**config.mk**
```make
export PLATFORM = sky130hd
export DESIGN_NAME = ccm_slot_clock
export DESIGN_NICKNAME = d
export VERILOG_FILES = /design/src/include/ccm_pkg.sv /design/src/ccm_slot_clock.sv
export VERILOG_INCLUDE_DIRS = /design/src /design/src/include
export SDC_FILE = /design/constraint.sdc
export NUM_CORES = 1
export LEC_CHECK = 0
export ABC_AREA = 1
export BUFFER_PORTS_ARGS = -buffer_cell sky130_fd_sc_hd__buf_2
export CAP_MARGIN = 10
export CORE_UTILIZATION = 30
export CTS_BUF_LIST = sky130_fd_sc_hd__clkbuf_8
export CTS_CLUSTER_SIZE = 8
export DETAILED_ROUTE_END_ITERATION = 10
export GPL_ROUTABILITY_DRIVEN = 0
export SETUP_SLACK_MARGIN = 0.02
export SLEW_MARGIN = 20
export SYNTH_ARGS = -nofsm -noshare
export SYNTH_HDL_FRONTEND = slang
export SYNTH_SLANG_ARGS = --single-unit
```
**constraint.sdc**
```tcl
create_clock -name sys_clk -period 4.2 [get_ports sys_clk]
set_clock_uncertainty 0.15 [all_clocks]
set_input_delay 0.42 -clock sys_clk [delete_from_list [all_inputs] [get_ports sys_clk]]
set_output_delay 0.42 -clock sys_clk [all_outputs]
set_load 0.03 [all_outputs]
```
**src/include/ccm_defs.svh**
```systemverilog
`ifndef CCM_DEFS_SVH
`define CCM_DEFS_SVH

// register port addresses, one per slot
`define CCM_ADDR_SLOT_BASE 8'h03
`define CCM_ADDR_SLOT_LAST 8'h05

// sub-register indices
`define CCM_IDX_CTRL 2'h0
`define CCM_IDX_SHORT 2'h1
`define CCM_IDX_LONG_HIGH 2'h2
`define CCM_IDX_LONG_LOW 2'h3

// clock control field positions
`define CCM_BIT_RST_LEVEL 6
`define CCM_POS_CLKPD 2
`define CCM_POS_DIV 0

// reset values
`define CCM_RST_CTRL 5'h00
`define CCM_RST_SHORT 8'haa
`define CCM_RST_LONG_HIGH 8'ha4
`define CCM_RST_LONG_LOW 8'h74

// input clock cycles withheld at activation
`define CCM_SKIP_DIV1 3'h4
`define CCM_SKIP_OTHER 3'h5

// half periods of the card clock, in input clock edges
`define CCM_HALF_DIV1 3'h1
`define CCM_HALF_DIV2 3'h2
`define CCM_HALF_DIV4 3'h4
`define CCM_HALF_DIV5 3'h5

`endif

```
**src/include/ccm_pkg.sv**
```systemverilog
package ccm_pkg;

   typedef enum logic {
      CCM_SYNC,
      CCM_ASYNC
   } ccm_mode_t;

   typedef struct packed {
      logic rst_level;
      logic [1:0] clkpd;
      logic [1:0] div;
   } ccm_ctrl_t;

   typedef struct packed {
      logic start;
      logic power_down_clock_select;
      logic [1:0] reg_sel;
      logic atr_rst;
   } ccm_slot_in_t;

endpackage

```
**src/ccm_slot_clock.sv**
```systemverilog
`timescale 1ns/100ps
`include "ccm_defs.svh"

// Summary of operation
// - async with power-down select 1: card clock taken from clock power-down field bits 3:2
// - sync with select and start 1: upper power-down bit held 0, lower bit rules
// - async field 00 stops clock low, 01 stops clock high
// - async field 10 gives half the internal oscillator frequency
// - async field 11 leaves the clock to the external divider field
// - sync mode, select 1: clock static low for controlling bit 0, high for 1
// - sync mode: hardware forces both divider bits to 0
// - async, select 0: external clock divided by 1, 2, 4 or 5
// - sub-register index 00 control, 01 short counter, 10 long high, 11 long low
// - shared 8-bit answer counter value, read/write, resets to AAh
// - shared long counter high byte, read/write, resets to A4h
// - shared long counter low byte, read/write, resets to 74h
// - start rising edge samples reset level bit: 1 async, else sync
// - async mode: card reset pin driven by the answer counter
// - sync mode: card reset pin follows the reset level bit
// - sync mode: clock set by power-down select captured at start rise
// - power-down select 1 uses power-down field, 0 uses divider field
// - activation withholds 4 input cycles in sync mode or for async div 00, else 5
// - new division ratio applies only after the next rising card clock edge
module ccm_slot_clock #(
   parameter int NUM_SLOTS = 3
) (
   input wire logic sys_clk,
   input wire logic rst,
   input wire logic [7:0] acc_addr,
   input wire logic acc_wr,
   input wire logic [7:0] acc_wdata,
   output logic [7:0] acc_rdata,
   input ccm_pkg::ccm_slot_in_t slot_in [NUM_SLOTS],
   input wire logic slots_2_to_5_clock_input,
   input wire logic osc_int,
   output logic [NUM_SLOTS-1:0] card_clk,
   output logic [NUM_SLOTS-1:0] card_rst,
   output logic [7:0] atr_short_preload,
   output logic [15:0] atr_long_preload
);
   import ccm_pkg::*;

   function automatic logic [2:0] half_len(input logic [1:0] div);
      case (div)
         2'h0: half_len = `CCM_HALF_DIV1;
         2'h1: half_len = `CCM_HALF_DIV2;
         2'h2: half_len = `CCM_HALF_DIV4;
         default: half_len = `CCM_HALF_DIV5;
      endcase
   endfunction

   // shared input edge detection and oscillator halving
   logic ext_q;
   logic osc_q;
   logic osc_half;
   logic next_osc_half;
   logic ext_edge;
   logic ext_fall;

   always_comb begin
      ext_edge = slots_2_to_5_clock_input != ext_q;
      ext_fall = ext_q && !slots_2_to_5_clock_input;
      next_osc_half = osc_half;
      if (osc_int && !osc_q) begin
         next_osc_half = !osc_half;
      end
   end

   always_ff @(posedge sys_clk or posedge rst) begin
      if (rst) begin
         ext_q <= 1'b0;
         osc_q <= 1'b0;
         osc_half <= 1'b0;
      end else begin
         ext_q <= slots_2_to_5_clock_input;
         osc_q <= osc_int;
         osc_half <= next_osc_half;
      end
   end

   // address decode
   logic slot_ok;
   logic [7:0] slot_off;
   logic [1:0] acc_sel;

   always_comb begin
      slot_ok = acc_addr >= `CCM_ADDR_SLOT_BASE && acc_addr <= `CCM_ADDR_SLOT_LAST;
      slot_off = acc_addr - `CCM_ADDR_SLOT_BASE;
      acc_sel = `CCM_IDX_CTRL;
      for (int k = 0; k < NUM_SLOTS; k++) begin
         if (slot_ok && slot_off == 8'(k)) begin
            acc_sel = slot_in[k].reg_sel;
         end
      end
   end

   // shared answer counter preload values
   logic [7:0] atr_short;
   logic [7:0] atr_high;
   logic [7:0] atr_low;
   logic [7:0] next_atr_short;
   logic [7:0] next_atr_high;
   logic [7:0] next_atr_low;

   always_comb begin
      next_atr_short = atr_short;
      next_atr_high = atr_high;
      next_atr_low = atr_low;
      if (acc_wr && slot_ok) begin
         case (acc_sel)
            `CCM_IDX_SHORT: next_atr_short = acc_wdata;
            `CCM_IDX_LONG_HIGH: next_atr_high = acc_wdata;
            `CCM_IDX_LONG_LOW: next_atr_low = acc_wdata;
            default: next_atr_short = atr_short;
         endcase
      end
   end

   always_ff @(posedge sys_clk or posedge rst) begin
      if (rst) begin
         atr_short <= `CCM_RST_SHORT;
         atr_high <= `CCM_RST_LONG_HIGH;
         atr_low <= `CCM_RST_LONG_LOW;
      end else begin
         atr_short <= next_atr_short;
         atr_high <= next_atr_high;
         atr_low <= next_atr_low;
      end
   end

   assign atr_short_preload = atr_short;
   assign atr_long_preload = {atr_high, atr_low};

   // per-slot state
   ccm_ctrl_t ctrl [NUM_SLOTS];
   ccm_mode_t mode [NUM_SLOTS];
   logic [NUM_SLOTS-1:0] start_q;
   logic [NUM_SLOTS-1:0] power_down_clock_select_cap;
   logic [1:0] act_div [NUM_SLOTS];
   logic [2:0] edge_cnt [NUM_SLOTS];
   logic [2:0] skip_cnt [NUM_SLOTS];
   logic [2:0] skip_lim [NUM_SLOTS];
   logic [NUM_SLOTS-1:0] ext_clk;
   logic [NUM_SLOTS-1:0] clk_out;
   logic [NUM_SLOTS-1:0] rst_out;

   for (genvar i = 0; i < NUM_SLOTS; i++) begin : g_slot
      ccm_ctrl_t next_ctrl;
      ccm_mode_t next_mode;
      logic next_start_q;
      logic next_pcap;
      logic [1:0] next_div;
      logic [2:0] next_cnt;
      logic [2:0] next_skip;
      logic [2:0] next_lim;
      logic next_ext;
      logic next_clk_out;
      logic next_rst_out;
      logic activate;
      logic [1:0] sel_div;
      logic [2:0] cnt_inc;

      always_comb begin
         next_ctrl = ctrl[i];
         next_mode = mode[i];
         next_start_q = slot_in[i].start;
         next_pcap = power_down_clock_select_cap[i];
         next_div = act_div[i];
         next_cnt = edge_cnt[i];
         next_skip = skip_cnt[i];
         next_lim = skip_lim[i];
         next_ext = ext_clk[i];
         activate = slot_in[i].start && !start_q[i];
         cnt_inc = 3'(edge_cnt[i] + 3'h1);
         if (acc_wr && slot_ok && slot_off == 8'(i) && slot_in[i].reg_sel == `CCM_IDX_CTRL) begin
            next_ctrl.rst_level = acc_wdata[`CCM_BIT_RST_LEVEL];
            next_ctrl.clkpd = acc_wdata[`CCM_POS_CLKPD +: 2];
            next_ctrl.div = acc_wdata[`CCM_POS_DIV +: 2];
         end
         if (mode[i] == CCM_SYNC && start_q[i]) begin
            next_ctrl.div = 2'h0;
            if (power_down_clock_select_cap[i]) begin
               next_ctrl.clkpd[1] = 1'b0;
            end
         end
         sel_div = (mode[i] == CCM_SYNC) ? 2'h0 : ctrl[i].div;
         if (activate) begin
            next_mode = ctrl[i].rst_level ? CCM_ASYNC : CCM_SYNC;
            next_pcap = slot_in[i].power_down_clock_select;
            next_div = ctrl[i].rst_level ? ctrl[i].div : 2'h0;
            next_lim = (next_div == 2'h0) ? `CCM_SKIP_DIV1 : `CCM_SKIP_OTHER;
            next_skip = 3'h0;
            next_cnt = 3'h0;
            next_ext = 1'b0;
         end else if (!start_q[i]) begin
            next_ext = 1'b0;
            next_cnt = 3'h0;
         end else if (skip_cnt[i] < skip_lim[i]) begin
            next_ext = 1'b0;
            if (ext_fall) begin
               next_skip = 3'(skip_cnt[i] + 3'h1);
            end
         end else if (ext_edge) begin
            next_cnt = cnt_inc;
            if (cnt_inc >= half_len(act_div[i])) begin
               next_cnt = 3'h0;
               next_ext = !ext_clk[i];
               if (!ext_clk[i]) begin
                  next_div = sel_div;
               end
            end
         end
         next_clk_out = 1'b0;
         next_rst_out = 1'b0;
         if (start_q[i]) begin
            case (mode[i])
               CCM_SYNC: begin
                  next_rst_out = ctrl[i].rst_level;
                  next_clk_out = power_down_clock_select_cap[i] ? ctrl[i].clkpd[0] : ext_clk[i];
               end
               CCM_ASYNC: begin
                  next_rst_out = slot_in[i].atr_rst;
                  next_clk_out = ext_clk[i];
                  if (slot_in[i].power_down_clock_select) begin
                     case (ctrl[i].clkpd)
                        2'h0: next_clk_out = 1'b0;
                        2'h1: next_clk_out = 1'b1;
                        2'h2: next_clk_out = osc_half;
                        default: next_clk_out = ext_clk[i];
                     endcase
                  end
               end
               default: next_clk_out = 1'b0;
            endcase
         end
      end

      always_ff @(posedge sys_clk or posedge rst) begin
         if (rst) begin
            ctrl[i] <= `CCM_RST_CTRL;
            mode[i] <= CCM_SYNC;
            start_q[i] <= 1'b0;
            power_down_clock_select_cap[i] <= 1'b0;
            act_div[i] <= 2'h0;
            edge_cnt[i] <= 3'h0;
            skip_cnt[i] <= 3'h0;
            skip_lim[i] <= `CCM_SKIP_DIV1;
            ext_clk[i] <= 1'b0;
            clk_out[i] <= 1'b0;
            rst_out[i] <= 1'b0;
         end else begin
            ctrl[i] <= next_ctrl;
            mode[i] <= next_mode;
            start_q[i] <= next_start_q;
            power_down_clock_select_cap[i] <= next_pcap;
            act_div[i] <= next_div;
            edge_cnt[i] <= next_cnt;
            skip_cnt[i] <= next_skip;
            skip_lim[i] <= next_lim;
            ext_clk[i] <= next_ext;
            clk_out[i] <= next_clk_out;
            rst_out[i] <= next_rst_out;
         end
      end
   end

   assign card_clk = clk_out;
   assign card_rst = rst_out;

   // registered read data
   logic [7:0] next_rdata;

   always_comb begin
      next_rdata = 8'h00;
      if (slot_ok) begin
         case (acc_sel)
            `CCM_IDX_CTRL: begin
               for (int k = 0; k < NUM_SLOTS; k++) begin
                  if (slot_off == 8'(k)) begin
                     next_rdata[`CCM_BIT_RST_LEVEL] = ctrl[k].rst_level;
                     next_rdata[`CCM_POS_CLKPD +: 2] = ctrl[k].clkpd;
                     next_rdata[`CCM_POS_DIV +: 2] = ctrl[k].div;
                  end
               end
            end
            `CCM_IDX_SHORT: next_rdata = atr_short;
            `CCM_IDX_LONG_HIGH: next_rdata = atr_high;
            `CCM_IDX_LONG_LOW: next_rdata = atr_low;
            default: next_rdata = 8'h00;
         endcase
      end
   end

   always_ff @(posedge sys_clk or posedge rst) begin
      if (rst) begin
         acc_rdata <= 8'h00;
      end else begin
         acc_rdata <= next_rdata;
      end
   end

endmodule

```
==> summary.txt <==
Placed Cells = 868
Final Hold Fails = 0
Layout Cells excl Fill = 887
N_diodes = 0
Fin crit period = 2170 ps
Unique masters post-synth = 40
Pins Over Slew Limit = 0
Worst-path clk slew = 90 ps
Vias = 4011
Remaining antenna violation count = 0
Ports = 74
Max cap viols = 0
Port Buffers = 73
Mapped Cells = 577
Sum Neg Setup Slack = 0 ps
Total GRT Usage = 14.4%
Post-Syn Area = 0.00506 sq mm
Die ar. = 0.0174 sq mm
H-tree depth = 3
Post-DP HPWL = 9.32 mm
Worst VDD drop = 0.000159 V
Hold_sp = osc_int
Final period util = 51.6%
Avg Synthesized Cell Area = 8.77 sq um
CP Launch Type = flop
Power Density = 296 mW/mm^2
Core Region = 0.0165 sq mm
Total wire length = 12.1 mm
Worst Setup SP = edge_cnt[6]
Die W = 132 um
Initial antenna violation count = 0
Total CTS buffers = 9
Number of remaining DRC errors = 0
CTS tree = built
Crit path arrival time = 2280 ps
LEAKAGE = 3.10 nW
# Post-CTS Setup Buffers = 0
Achievable Freq = 0.461 GHz
WS Path Type = reg2reg
Sink Count = 95
Fillcell total = 1722
Share of post-route cells with drive strength above 1 = 23.2%
Largest net degree at the start of global routing = 71
GRT overflow = 0
Maximum root-to-sink buffer count = 2
Synthesized flop and latch total = 95
Mapped Nets = 638
Clock Tree Root = clkbuf_8
HP Class = in2reg
Pin slew with the least headroom to its limit = 867 ps
FP Rows = 47
Die H = 132 um
DR iter-0 viols = 326
RSZ-0062 raised after global routing = no
Count of final setup violators = 0
Status = completed
Seq/Total Area, Yosys = 47.3%
Initial core utilization = 30.6%
Worst endpoint required time = 4310 ps
Worst-path fanout max = 4
DRT Pass-1 Iters = 4
Syn. warnings = 0
First-pass GRT wire length = 19.5 mm
Vias per cell = 4.52
Nets@finish = 723
Worst setup EP type = flop
Reg2Reg Launch Point = edge_cnt[6]
Synthesis-to-finish area growth = 17.2%
Number of global-route vias before repair = 3670
Post-DR wirelength/cell = 13.6 um
Slew Limit Headroom = 42.2%
Clk_lat worst skew = 370 ps
## area by class of cell
class,instances,area (sq um),share of cell area [%]
Sequential cell,95,2390,40.3
Multi-Input combinational cell,377,2240,37.8
Clock buffer,10,138,2.32
Timing Repair Buffer,77,403,6.80
Clock inverter,6,77.6,1.31
Inverter,102,400,6.75
Tap cell,220,275,4.64
## cells in the mapped netlist
library cell	instances	share of area [%]
nand3_2	4	0.79
nor3_1	7	0.69
o21bai_1	2	0.30
a221oi_1	2	0.35
nor2_4	5	1.1
dfstp_2	11	5.7
a31oi_1	3	0.37
inv_4	1	0.12
nor4_4	1	0.42
dfrtp_1	84	42
o21ai_2	16	2.8
nand2_1	101	7.5
nor2_2	5	0.62
buf_2	1	0.099
a21oi_1	18	1.8
nor3_4	1	0.32
nand4_4	2	0.84
mux2i_1	2	0.40
o22ai_1	5	0.62
xnor2_1	3	0.52
nor2_8	1	0.40
nor2_1	40	3.0
o211ai_1	1	0.15
a311oi_1	1	0.17
o211ai_4	1	0.42
inv_2	2	0.15
a211oi_1	6	0.89
nand4_1	13	1.6
o21ai_0	56	5.5
buf_6	2	0.45
a21boi_0	3	0.45
clkinv_8	1	0.32
nand2_4	5	1.1
nand2_2	9	1.1
nand3_1	37	3.7
inv_1	97	7.2
or2_2	1	0.12
ha_1	25	6.2
xor2_1	1	0.17
clkinv_1	1	0.074
## repair_timing
| item | in CTS | in global routing |
|---|---|---|
| setup endpoints to repair | 0 | 0 |
| hold buffers | 3 | 0 |
| endpoints found under the hold margin | 3 | 0 |
| gates resized for setup | 0 | 0 |
## cells by family (layout without fill, tap and decap cells)
group / after synthesis / count (layout) / synth area share, %
compound gates: 114 / 114 / 13.8
xor+xnor: 4 / 4 / 0.693
fa+ha+maj: 25 / 25 / 6.18
buf+inv: 105 / 195 / 8.41
flops: 95 / 95 / 47.3
mux: 2 / 2 / 0.396
simple gates: 232 / 232 / 23.3
## final timing paths
check / cells past startpoint / to / slack (ps)
min in group asynchronous: 2 / ext_q / 80
worst max register to register: 9 / act_div[5] / 2030
worst min register to register: 1 / ctrl[8] / 310
worst max-delay path: 9 / act_div[5] / 2030
max in group asynchronous: 3 / atr_short_preload[1] / 2900
worst min-delay path: 1 / osc_q / 30
## placed cells by master (no fill, tap or decap), types with 16 or more instances in the layout
| cell | netlist | layout |
|---|---|---|
| a21oi_1 | 18 | 18 |
| buf_2 | 1 | 73 |
| dfrtp_1 | 84 | 84 |
| ha_1 | 25 | 25 |
| inv_1 | 97 | 98 |
| nand2_1 | 101 | 101 |
| nand3_1 | 37 | 37 |
| nor2_1 | 40 | 40 |
| o21ai_0 | 56 | 56 |
| o21ai_2 | 16 | 16 |
## metal layers
metal | GRT usage [%] | up-vias | routed length, um
met5 | 0 | - | 0
met4 | 6.14 | 0 | 239
li1 | - | 2064 | -
met3 | 1.92 | 14 | 408
met2 | 21.1 | 73 | 5280
met1 | 21.1 | 1860 | 6120
## flip-flops by register name (all words and copies together), names as in the netlist, 3 cells and up
name	count
card_rst	3
card_clk	3
mode	3
start_q	3
skip_cnt	9
ctrl	15
atr_low	8
edge_cnt	9
skip_lim	3
ext_clk	3
acc_rdata	8
atr_high	8
act_div	6
power_down_clock_select_cap	3
atr_short_preload	8
## critical path, stage by stage (launching register included)
cell      delay, ps
dfrtp_1         420
ha_1            330
ha_1            290
a21boi_0        120
o21ai_0         230
nand2_1         110
nand4_1         120
nand2_1         110
nand3_1          80
o21ai_0          80
## power breakdown
part,switching [W],internal (W),leakage (nW)
Sequential,0.0000156,0.000935,1.26
Combinational,0.0000973,0.0000413,1.72
Clock,0.000318,0.000346,0.119
## stage by stage
step | utilization (%) | setup WS (ps) | power [W] | hold WS [ps] | cell area (sq um)
2_1_floorplan | - | 1170 | 0.00105 | 266 | 5060
3_3_place_gp | 34.4 | 2010 | 0.00111 | 276 | 5680
3_5_place_dp | 34.4 | 1990 | 0.00111 | 291 | 5680
4_1_cts | 35.9 | 2030 | 0.00178 | 16.4 | 5930
5_1_grt | 35.9 | 1850 | 0.00183 | 17.2 | 5930
6_report | 35.9 | 2030 | 0.00175 | 25.3 | 5930
No activity file was read; power rests on OpenSTA's default activity.
